## config.mk

```make
export PLATFORM = sky130hd
export DESIGN_NAME = lbst_translator
export DESIGN_NICKNAME = d
export VERILOG_FILES = /design/src/logic/lbst_pkg.sv /design/src/logic/lbst_translator.sv
export SDC_FILE = /design/constraint.sdc
export NUM_CORES = 1
export LEC_CHECK = 0
export ABC_AREA = 1
export BUFFER_PORTS_ARGS = -buffer_cell sky130_fd_sc_hd__buf_2
export CAP_MARGIN = 20
export CORE_UTILIZATION = 40
export CTS_BUF_LIST = sky130_fd_sc_hd__clkbuf_16
export CTS_CLUSTER_SIZE = 10
export DETAILED_ROUTE_END_ITERATION = 8
export HOLD_SLACK_MARGIN = 0.12
export PLACE_DENSITY = 0.74
export SLEW_MARGIN = 20
export SYNTH_ARGS = -nofsm -noshare
export SYNTH_HDL_FRONTEND = slang
export SYNTH_SLANG_ARGS = --single-unit
```

## constraint.sdc

```tcl
create_clock -name pclk -period 2.7 [get_ports pclk]
set_clock_uncertainty 0.2 [all_clocks]
set_input_delay 0.27 -clock pclk [delete_from_list [all_inputs] [get_ports pclk]]
set_output_delay 0.27 -clock pclk [all_outputs]
set_load 0.01 [all_outputs]
```

## src/logic/lbst_pkg.sv

```systemverilog
// Purpose: Shared constants for the local-bus slave image translator.
// Assumes: 32-bit APB data, one aligned word per register.
// Notes:   Control words of both images share one field layout.
package lbst_pkg;

    // ----------------------------------------------------------------
    // Register offsets (byte addresses)
    // ----------------------------------------------------------------
    localparam int          APB_ADDR_W     = 12;
    localparam logic [11:0] OFF_IMG0_CTL   = 12'hF00;
    localparam logic [11:0] OFF_IMG0_AT    = 12'hF04;
    localparam logic [11:0] OFF_IMG1_CTL   = 12'hF10;
    localparam logic [11:0] OFF_IMG1_AT    = 12'hF14;
    localparam logic [11:0] OFF_STATUS     = 12'hF18;
    localparam logic [11:0] OFF_LAST_ADDR  = 12'hF1C;

    // ----------------------------------------------------------------
    // Field positions
    // ----------------------------------------------------------------
    localparam int CTL_POST_BIT  = 31;
    localparam int CTL_SPACE_BIT = 24;
    localparam int CTL_PFTCH_BIT = 23;
    localparam int AT_XADDR_LSB  = 16;
    localparam int AT_XADDR_W    = 16;
    localparam int AT_SIZE_LSB   = 4;
    localparam int AT_SIZE_W     = 4;
    localparam int AT_EN_BIT     = 0;
    localparam int ST_IMAGE_BIT  = 0;
    localparam int ST_RESP_LSB   = 1;
    localparam int ST_CS_BIT     = 4;
    localparam int ST_PCIRST_BIT = 8;

    // Writable bits; all others read as zero
    localparam logic [31:0] CTL_MASK       = 32'h8180_0000;
    localparam logic [31:0] CTL_EEPROM_MSK = 32'h8100_0000;
    localparam logic [31:0] AT_MASK        = 32'hFFFF_00F1;

    // ----------------------------------------------------------------
    // Reset values
    // ----------------------------------------------------------------
    localparam logic [31:0] CTL_RESET      = 32'h0000_0000;
    localparam logic [31:0] AT_RESET       = 32'h0000_0000;

    // Lowest translated line for block size code 0 (64 Kbyte window)
    localparam logic [4:0]  WINDOW_LOW_LINE = 5'h10;

    // ----------------------------------------------------------------
    // Access handling codes
    // ----------------------------------------------------------------
    typedef enum logic [2:0] {
        RESP_DELAYED_READ  = 3'b000,
        RESP_PREFETCH_READ = 3'b001,
        RESP_DELAYED_WRITE = 3'b010,
        RESP_POSTED_WRITE  = 3'b011,
        RESP_BUS_ERROR     = 3'b100
    } lbst_resp_t;

endpackage : lbst_pkg

```

## src/logic/lbst_translator.sv

```systemverilog
// Purpose: Two local-bus slave images: select, translate, classify.
// Assumes: Local address, direction and burst pins are stable while the
//          chip select is held; only select and PCI reset pins pass the synchroniser.
// Notes:   Image 0 settings follow the PCI reset pin and EEPROM load;
//          image 1 settings follow presetn only.
//
// What this block does
// [RL1] With chip select asserted and image select high, image 1 settings govern the access.
// [RL2] With chip select asserted and image select low, image 0 settings govern the access.
// [RL3] Translated upper address lines are replaced by the image's 16-bit translation address.
// [RL4] Substitution happens only while the image's translation enable bit is 1.
// [RL5] The 4-bit block size code sets a window of 64 Kbyte times two to the code.
// [RL6] Translated lines run from A31 down to line 16 plus the block size code.
// [RL7] A single read is a delayed prefetched read for prefetch on and memory space, else delayed.
// [RL8] A burst read is a delayed read in memory space and a bus error in I/O space.
// [RL9] A single write is posted only for posting on and memory space, else delayed.
// [RL10] A burst write is always posted in memory space and a bus error in I/O space.
// [RL11] The space select bit sends the access to memory space at 0 and I/O space at 1.
// [RL12] Image 1 settings are never loaded from EEPROM and general reset clears them.
// [RL13] PCI reset clears image 0 translation settings, which an EEPROM load may then set.
// [RL14] Lines below the translated range, and all lines with translation off, pass unchanged.
`timescale 1ns/100ps

module lbst_translator
    import lbst_pkg::*;
(
    input  wire logic                  pclk,
    input  wire logic                  presetn,
    input  wire logic                  psel,
    input  wire logic                  penable,
    input  wire logic                  pwrite,
    input  wire logic [APB_ADDR_W-1:0] paddr,
    input  wire logic [31:0]           pwdata,
    input  wire logic [3:0]            pstrb,
    output logic      [31:0]           prdata,
    output logic                       pready,
    output logic                       pslverr,
    input  wire logic                  pci_reset_n,
    input  wire logic                  eeprom_load,
    input  wire logic [31:0]           eeprom_img0_ctl,
    input  wire logic [31:0]           eeprom_img0_at,
    input  wire logic                  pci_chip_select_n,
    input  wire logic                  image_select_input,
    input  wire logic [31:0]           local_addr,
    input  wire logic                  local_write,
    input  wire logic                  local_burst,
    output logic                       access_valid,
    output lbst_resp_t                 access_resp,
    output logic                       local_bus_error,
    output logic                       image_used,
    output logic                       pci_space_select,
    output logic      [31:0]           pci_addr
);

    // ----------------------------------------------------------------
    // Functions
    // ----------------------------------------------------------------
    function automatic logic [31:0] merge_strb(
        input logic [31:0] old_val,
        input logic [31:0] new_val,
        input logic [3:0]  strb,
        input logic [31:0] mask
    );
        logic [31:0] res;
        res = old_val;
        for (int i = 0; i < 4; i++)
        begin
            if (strb[i])
            begin
                res[i*8 +: 8] = new_val[i*8 +: 8];
            end
        end
        return res & mask;
    endfunction : merge_strb

    function automatic logic [31:0] translate(
        input logic [31:0] addr,
        input logic [31:0] at
    );
        logic [4:0]  low_line;
        logic [31:0] upper;
        low_line = WINDOW_LOW_LINE + at[AT_SIZE_LSB +: AT_SIZE_W]; // [RL5] [RL6]
        upper    = 32'hFFFF_FFFF << low_line;                    // [RL6]
        if (at[AT_EN_BIT])                                       // [RL4]
        begin
            return (addr & ~upper)                               // [RL14]
                 | ({at[AT_XADDR_LSB +: AT_XADDR_W], 16'h0000} & upper); // [RL3]
        end
        return addr;                                             // [RL14]
    endfunction : translate

    function automatic lbst_resp_t classify(
        input logic [31:0] ctl,
        input logic        wr,
        input logic        burst
    );
        logic io_space;
        io_space = ctl[CTL_SPACE_BIT];                           // [RL11]
        if (!wr && !burst)
        begin
            return (ctl[CTL_PFTCH_BIT] && !io_space) ?           // [RL7]
                   RESP_PREFETCH_READ : RESP_DELAYED_READ;
        end
        if (!wr)
        begin
            return io_space ? RESP_BUS_ERROR : RESP_DELAYED_READ; // [RL8]
        end
        if (!burst)
        begin
            return (ctl[CTL_POST_BIT] && !io_space) ?            // [RL9]
                   RESP_POSTED_WRITE : RESP_DELAYED_WRITE;
        end
        return io_space ? RESP_BUS_ERROR : RESP_POSTED_WRITE;    // [RL10]
    endfunction : classify

    // ----------------------------------------------------------------
    // Pin synchronisers
    // ----------------------------------------------------------------
    // Third stage lets a change count only once two samples agree.
    logic [2:0] cs_sync;
    logic [2:0] sel_sync;
    logic [2:0] prst_sync;
    logic       cs_active;
    logic       sel_level;
    logic       pci_rst_active;
    logic       cs_start;

    always_ff @(posedge pclk or negedge presetn)
    begin
        if (!presetn)
        begin
            cs_sync   <= 3'h7;
            sel_sync  <= 3'h0;
            prst_sync <= 3'h0;
        end
        else
        begin
            cs_sync   <= {cs_sync[1:0], pci_chip_select_n};
            sel_sync  <= {sel_sync[1:0], image_select_input};
            prst_sync <= {prst_sync[1:0], pci_reset_n};
        end
    end

    always_ff @(posedge pclk or negedge presetn)
    begin
        if (!presetn)
        begin
            cs_active      <= 1'b0;
            sel_level      <= 1'b0;
            pci_rst_active <= 1'b1;
        end
        else
        begin
            if (cs_sync[1] == cs_sync[2])
            begin
                cs_active <= ~cs_sync[2];
            end
            if (sel_sync[1] == sel_sync[2])
            begin
                sel_level <= sel_sync[2];
            end
            if (prst_sync[1] == prst_sync[2])
            begin
                pci_rst_active <= ~prst_sync[2];
            end
        end
    end

    assign cs_start = !cs_sync[1] && !cs_sync[2] && !cs_active;

    // ----------------------------------------------------------------
    // Image registers
    // ----------------------------------------------------------------
    logic [31:0] img0_ctl;
    logic [31:0] img0_at;
    logic [31:0] img1_ctl;
    logic [31:0] img1_at;
    logic        apb_write;
    logic        apb_setup;

    assign apb_write = psel && penable && pwrite;
    assign apb_setup = psel && !penable;

    // An EEPROM load outranks a register write in the same cycle.
    always_ff @(posedge pclk or negedge presetn)
    begin
        if (!presetn)
        begin
            img0_ctl <= CTL_RESET;
            img0_at  <= AT_RESET;
        end
        else if (pci_rst_active)
        begin
            img0_ctl <= CTL_RESET;                               // [RL13]
            img0_at  <= AT_RESET;                                // [RL13]
        end
        else if (eeprom_load)
        begin
            // Prefetch enable has no EEPROM bit and keeps its value
            img0_ctl <= (img0_ctl & ~CTL_EEPROM_MSK)
                      | (eeprom_img0_ctl & CTL_EEPROM_MSK);
            img0_at  <= eeprom_img0_at & AT_MASK;                // [RL13]
        end
        else if (apb_write && paddr == OFF_IMG0_CTL)
        begin
            img0_ctl <= merge_strb(img0_ctl, pwdata, pstrb, CTL_MASK);
        end
        else if (apb_write && paddr == OFF_IMG0_AT)
        begin
            img0_at <= merge_strb(img0_at, pwdata, pstrb, AT_MASK);
        end
    end

    // No EEPROM path reaches image 1.
    always_ff @(posedge pclk or negedge presetn)
    begin
        if (!presetn)
        begin
            img1_ctl <= CTL_RESET;                               // [RL12]
            img1_at  <= AT_RESET;                                // [RL12]
        end
        else if (apb_write && paddr == OFF_IMG1_CTL)
        begin
            img1_ctl <= merge_strb(img1_ctl, pwdata, pstrb, CTL_MASK);
        end
        else if (apb_write && paddr == OFF_IMG1_AT)
        begin
            img1_at <= merge_strb(img1_at, pwdata, pstrb, AT_MASK);
        end
    end

    // ----------------------------------------------------------------
    // Access decode
    // ----------------------------------------------------------------
    logic [31:0] sel_ctl;
    logic [31:0] sel_at;

    always_comb
    begin
        sel_ctl = img0_ctl;                                      // [RL2]
        sel_at  = img0_at;                                       // [RL2]
        if (sel_level)
        begin
            sel_ctl = img1_ctl;                                  // [RL1]
            sel_at  = img1_at;                                   // [RL1]
        end
    end

    always_ff @(posedge pclk or negedge presetn)
    begin
        if (!presetn)
        begin
            access_valid <= 1'b0;
        end
        else
        begin
            access_valid <= cs_start;
        end
    end

    // Results hold until the next chip select assertion.
    always_ff @(posedge pclk or negedge presetn)
    begin
        if (!presetn)
        begin
            access_resp      <= RESP_DELAYED_READ;
            local_bus_error  <= 1'b0;
            image_used       <= 1'b0;
            pci_space_select <= 1'b0;
            pci_addr         <= 32'h0000_0000;
        end
        else if (cs_start)
        begin
            access_resp      <= classify(sel_ctl, local_write, local_burst);
            local_bus_error  <= (classify(sel_ctl, local_write, local_burst)
                                 == RESP_BUS_ERROR);             // [RL8] [RL10]
            image_used       <= sel_level;                       // [RL1] [RL2]
            pci_space_select <= sel_ctl[CTL_SPACE_BIT];          // [RL11]
            pci_addr         <= translate(local_addr, sel_at);   // [RL3] [RL14]
        end
    end

    // ----------------------------------------------------------------
    // APB read side
    // ----------------------------------------------------------------
    logic [31:0] status_word;
    logic [31:0] next_prdata;
    logic        next_pslverr;

    always_comb
    begin
        status_word                              = 32'h0000_0000;
        status_word[ST_IMAGE_BIT]                = image_used;
        status_word[ST_RESP_LSB +: 3]            = access_resp;
        status_word[ST_CS_BIT]                   = cs_active;
        status_word[ST_PCIRST_BIT]               = pci_rst_active;
    end

    always_comb
    begin
        next_prdata  = 32'h0000_0000;
        next_pslverr = 1'b0;
        unique case (paddr)
            OFF_IMG0_CTL:  next_prdata = img0_ctl;
            OFF_IMG0_AT:   next_prdata = img0_at;
            OFF_IMG1_CTL:  next_prdata = img1_ctl;
            OFF_IMG1_AT:   next_prdata = img1_at;
            OFF_STATUS:    next_prdata = status_word;
            OFF_LAST_ADDR: next_prdata = pci_addr;
            default:       next_pslverr = 1'b1;
        endcase
    end

    // Captured in the setup cycle so that read data comes from a flop.
    always_ff @(posedge pclk or negedge presetn)
    begin
        if (!presetn)
        begin
            prdata  <= 32'h0000_0000;
            pslverr <= 1'b0;
        end
        else if (apb_setup)
        begin
            prdata  <= pwrite ? 32'h0000_0000 : next_prdata;
            pslverr <= next_pslverr;
        end
    end

    // Zero wait states: every access completes in its first access cycle.
    assign pready = 1'b1;

endmodule : lbst_translator

```

## Word level (Yosys, flattened, before mapping)

Index checks and enable logic that the tools add are counted.
Widths: inputs -> output; s select.

| storage, ports and cells | value |
|---|---|
| register bits after elaboration | 172 |
| logic and storage cells | 124 |
| output and inout port bits | 73 |
| input bits | 155 |

| cells by class | value |
|---|---|
| reduce and logical (&&, ||, !) cells | 36 |
| eq/ne operators | 11 |
| mux-type cells | 41 |
| shift-type cells | 1 |
| bitwise gates (word level) | 8 |
| $add $sub $neg | 1 |

Operators with widths:

| kind | count |
|---|---|
| $mux 32 | 12 |
| $pmux 32 s6 | 1 |
| $eq 12x12->1 const B | 6 |
| $and 32x32->32 | 2 |
| $mux 8 | 5 |
| $not 32->32 | 1 |
| $or 31x32->32 | 1 |
| $or 32x32->32 | 1 |
| $shl 32x5->32 const A | 1 |
| $mux 3 | 9 |
| $reduce_and 3->1 | 6 |
| $reduce_bool 3->1 | 5 |
| $mux 1 | 14 |
| $logic_and 1x1->1 | 12 |
| $reduce_and 2->1 | 5 |
| $logic_not 1->1 | 7 |
| $reduce_or 6->1 | 1 |
| $add 5x4->5 const A | 1 |
| $eq 1x1->1 | 3 |
| $eq 3x3->1 const B | 1 |
| $ne 3x3->1 const B | 1 |
| $not 1->1 | 3 |

## Depth between registers and ports, before layout

| depth | value |
|---|---|
| depth in word-level cells | 14 |
| gate-level depth with buffers | 12 |

## Worst setup path before layout

OpenSTA, ideal clock, no wires.

| timing | value |
|---|---|
| path kind | register to register |
| from | reg cs_sync[1] |
| to | reg pci_addr[5] |
| setup time | 0.066 ns |
| buffers on the path | 2 |
| setup slack | 0.842 ns |
| arrival | 1.593 ns |
| stages on the path, launching flop included | 10 |
| cells stage by stage | dfstp_2 inv_1 ha_1 inv_1 nor2_2 inv_1 clkbuf_1 buf_1 nand2_1 nand2_1 |

| on the way | value |
|---|---|
| longest elaborated chain between the ends | 3 |

Ends and longest elaborated chain:

| element | RTL line | RTL |
|---|---|---|
| from (decl) | lbst_translator.sv:120 | `logic [2:0] cs_sync;` |
| from (signal assigned) | lbst_translator.sv:138 | `cs_sync <= {cs_sync[1:0], pci_chip_select_n};` |
| $logic_not 1->1 | lbst_translator.sv:169 | `assign cs_start = !cs_sync[1] && !cs_sync[2] && !cs_active;` |
| $logic_and 1x1->1 (2 in series) | lbst_translator.sv:169 |  |
| to (signal assigned) | lbst_translator.sv:279 | `pci_addr <= translate(local_addr, sel_at);` |
| to (decl) | lbst_translator.sv:52 | `output logic [31:0] pci_addr` |

No other way between the ends.
A chain may end at the register's enable or synchronous reset.

## Worst setup path in the final report

| timing | value |
|---|---|
| from | in pwrite |
| to | reg img1_at[20] |

| on the way | value |
|---|---|
| longest elaborated chain between the ends | 4 |
| elaborated cells between the ends (all ways) | 5 |
| classes of those cells | bitwise: 1; reduce/logical: 4 |

Ends and longest elaborated chain:

| element | RTL line | RTL |
|---|---|---|
| from (decl) | lbst_translator.sv:31 | `input wire logic pwrite,` |
| $logic_and 1x1->1 (*) | lbst_translator.sv:181 | `assign apb_write = psel && penable && pwrite;` |
| $logic_and 1x1->1 | lbst_translator.sv:222 | `else if (apb_write && paddr == OFF_IMG1_CTL)` |
| $not 1->1 (no source line) | - |  |
| $reduce_and 3->1 (no source line) (*) | - |  |
| to (signal assigned) | lbst_translator.sv:228 | `img1_at <= merge_strb(img1_at, pwdata, pstrb, AT_MASK);` |
| to (decl) | lbst_translator.sv:177 | `logic [31:0] img1_at;` |

Every way passes the cells marked *; elsewhere a longest branch is shown, timed or not.

==> results by group <==
Final layout
  • Layout cells sized above 1: 0.230
  • Final #Nets: 1,306
  • Fill count: 1,487
  • Area Growth Syn to Fin: 39.9%
  • Commonest cells after routing, fill and taps aside: nand2_1, buf_2, dfrtp_1, dlygate4sd3_1, nand3_1
  • ANT cells: 0
  • Most common cell after layout, fill and taps aside: nand2_1
  • Core Util, Final: 0.572

Route
  • Vias/cell: 4.99
  • First-pass DRT Iterations: 5
  • Antenna-violating nets left: 0
  • Vias: 6,900
  • DR iter-0 viols: 449
  • DRC viols: 0
  • Routed wire per std cell: 15.6 um
  • WL final: 21,500 um

Clocking
  • Sink Count: 132
  • Post-CTS resize count: 0
  • Clk root buf: clkbuf_16
  • Reg clk slew, reported paths: 0.05 ns
  • TritonCTS clock tree: done
  • CTS buffer count: 17
  • Clock insertion delay at the later pin of the skew report: 0.42 ns
  • CTS max path bufs: 2
  • H-tree levels: 4

Logic synthesis
  • Yosys warns: 0
  • Post-Synth Simple-Gate Area: 0.316
  • Compound-Gate Fraction of Synth Area: 0.120
  • Syn_area_per_cell: 7.75 um2
  • Syn_nets: 1,028
  • Synthesized area: 6760 um2
  • Synth Area in Adders: 0.00333
  • Synthesized instance count: 872
  • Seq/Total Area, Yosys: 0.490
  • Post-synthesis xor/xnor area fraction: 0
  • Combinational family with the most area after synthesis: simple AND/OR/NAND/NOR gates
  • Most used DFF post-synth: dfrtp_1
  • Synthesized flop and latch total: 132
  • Number of synthesized flops with an enable pin: 0
  • Post-synth ARST share: 1.00
  • Synth cell types: 37
  • Mux cell area share after synthesis: 0

Timing
  • Slew HR: 0.401
  • Final Hold Vio Count: 0
  • Worst slew pin tran: 0.895 ns
  • Final worst-path cycle share: 0.930
  • Max Slew Vio Count: 0
  • Final min period: 2.51 ns
  • RSZ-0062 raised after global routing: no
  • Max Clk Rate: 398 MHz
  • Final Setup Violations: 0
  • Setup TNS: 0 ns

Floorplan
  • Die H: 132 um
  • DIE AREA: 17,400 um2
  • Die width: 132 um
  • Ports: 228
  • Starting Density: 0.409
  • Row count: 47
  • CORE AREA: 16,500 um2

Worst setup path
  • Critical setup path kind: in -> reg
  • Req. time, crit path: 2.81 ns
  • Crit. End Element: register
  • Critical Path Fanout Max: 16
  • Worst r2r src: pci_rst_active$_DFFE_PN1N_
  • Reg2Reg Capture Point: img0_at[20]$_DFFE_PN0P_
  • R2r setup slk: 0.25 ns
  • CP arrival: 2.62 ns
  • R2R cell count: 7
  • CP startpoint kind: input pin

Worst hold path
  • Worst Hold End: img1_at[6]$_DFFE_PN0P_
  • Hold crit path type: in -> reg
  • Hold path startpoint: pstrb[0]
  • Hold path depth: 3

GRT
  • First-pass GRT wire length: 34,900 um
  • Largest net degree at the start of global routing: 74
  • Total GRT Usage: 0.257
  • Initial antenna violation count: 0
  • Remaining global-route overflow: 0
  • Vias in the first global route: 6,657

Placement
  • Final GP Congestion: 0.885
  • Buffers on Ports: 173
  • Post-DP HPWL: 15,000 um

Pwr
  • Worst VDD drop: 0.507 mV
  • Pwr Total: 5.48 mW
  • PwrDens: 580 nW/um2
  • Leakage power: 4.90 nW

Flow run
  • Max-cap violation count: 0

Run status
  • Status: finished, final reports clean
worst max path at each step:
stage	from	slack, ns	endpoint
2_1_floorplan	cs_sync[1]$_DFF_PN1_	0.84	pci_addr[5]$_DFFE_PN0P_
3_3_place_gp	eeprom_load	0.33	img0_at[23]$_DFFE_PN0P_
3_5_place_dp	eeprom_load	0.27	img0_at[19]$_DFFE_PN0P_
4_1_cts	pwrite	0.26	img1_at[17]$_DFFE_PN0P_
5_1_grt	pci_rst_active$_DFFE_PN1N_	0.06	img0_at[19]$_DFFE_PN0P_
6_report	pwrite	0.19	img1_at[20]$_DFFE_PN0P_
registers in the layout (all words and copies together), names as in the netlist, 3 cells and up:
register,cells
prst_sync,3
cs_sync,3
img0_at,21
prdata,32
img0_ctl,3
pci_addr,32
access_resp,3
img1_at,21
img1_ctl,3
sel_sync,3
worst max-delay path, stage by stage:
cell and delay, ns:
dlygate4sd3_1 0.51, buf_2 0.12, nand3_1 0.34, nor2_4 0.31, nand3_4 0.25, nand2_1 0.17
o21ai_2 0.07, dlygate4sd3_1 0.55
layer usage:
| layer | vias up | global-route usage | wire (um) |
|---|---|---|---|
| met4 | 0 | 0.103 | 539 |
| met5 | - | 0 | 0 |
| met3 | 43 | 0.0600 | 1600 |
| met2 | 266 | 0.387 | 9650 |
| li1 | 3381 | - | - |
| met1 | 3210 | 0.356 | 9750 |
through the flow:
step | setup WS [ns] | hold slack [ns] | area [um2] | std cells
floorplan | 0.842 | -0.226 | 6760 | 872
global placement | 0.333 | 0.134 | 7830 | 1244
detailed placement | 0.271 | 0.131 | 7830 | 1244
CTS | 0.260 | 0.127 | 9450 | 1382
global route | 0.0598 | 0.157 | 9450 | 1382
finish | 0.190 | 0.134 | 9450 | 1382
final cells by class:
type,count,area (um2),share of cell area
Multi-Input combinational cell,630,2970,0.314
Timing Repair Buffer,296,2080,0.220
Inverter,73,274,0.0290
Clock inverter,14,123,0.0130
Clock buffer,17,425,0.0450
Sequential cell,132,3310,0.350
Tap cell,220,275,0.0291
power by group:
| part | total, mW | internal [mW] | switching [mW] |
|---|---|---|---|
| registers | 2.36 | 2.18 | 0.180 |
| clock network | 2.17 | 1.33 | 0.840 |
| logic | 0.956 | 0.406 | 0.550 |
| total | 5.48 | 3.91 | 1.57 |
cell families after synthesis:
| logic type | count (synthesis) |
|---|---|
| buffers and inverters | 110 |
| and+or+nand+nor | 499 |
| adders and majority gates | 2 |
| DFF | 132 |
| AOI/OAI and AO/OA | 128 |
| other | 1 |
cell usage after synthesis, types with 4 or more instances:
cell type / instances / area (um2)
a21oi_1: 10 / 50.1
a32o_1: 5 / 50.1
buf_2: 11 / 55.1
buf_4: 5 / 37.5
buf_6: 4 / 45.0
clkbuf_1: 15 / 56.3
dfrtp_1: 128 / 3200
dfstp_2: 4 / 105
inv_1: 69 / 259
inv_2: 4 / 15.0
nand2_1: 351 / 1320
nand2_2: 4 / 25.0
nand3_1: 82 / 410
nand4_1: 8 / 50.1
nor2_1: 28 / 105
nor2_2: 8 / 50.1
nor2_4: 6 / 67.6
o211ai_1: 18 / 135
o21ai_0: 68 / 340
o21ai_2: 16 / 140
what timing repair did:
action / in CTS / in global routing
hold buffers: 107 / 0
endpoints found under the hold margin: 166 / 0
buffers inserted: 0 / 0
Power figures use the tool's default switching activity.
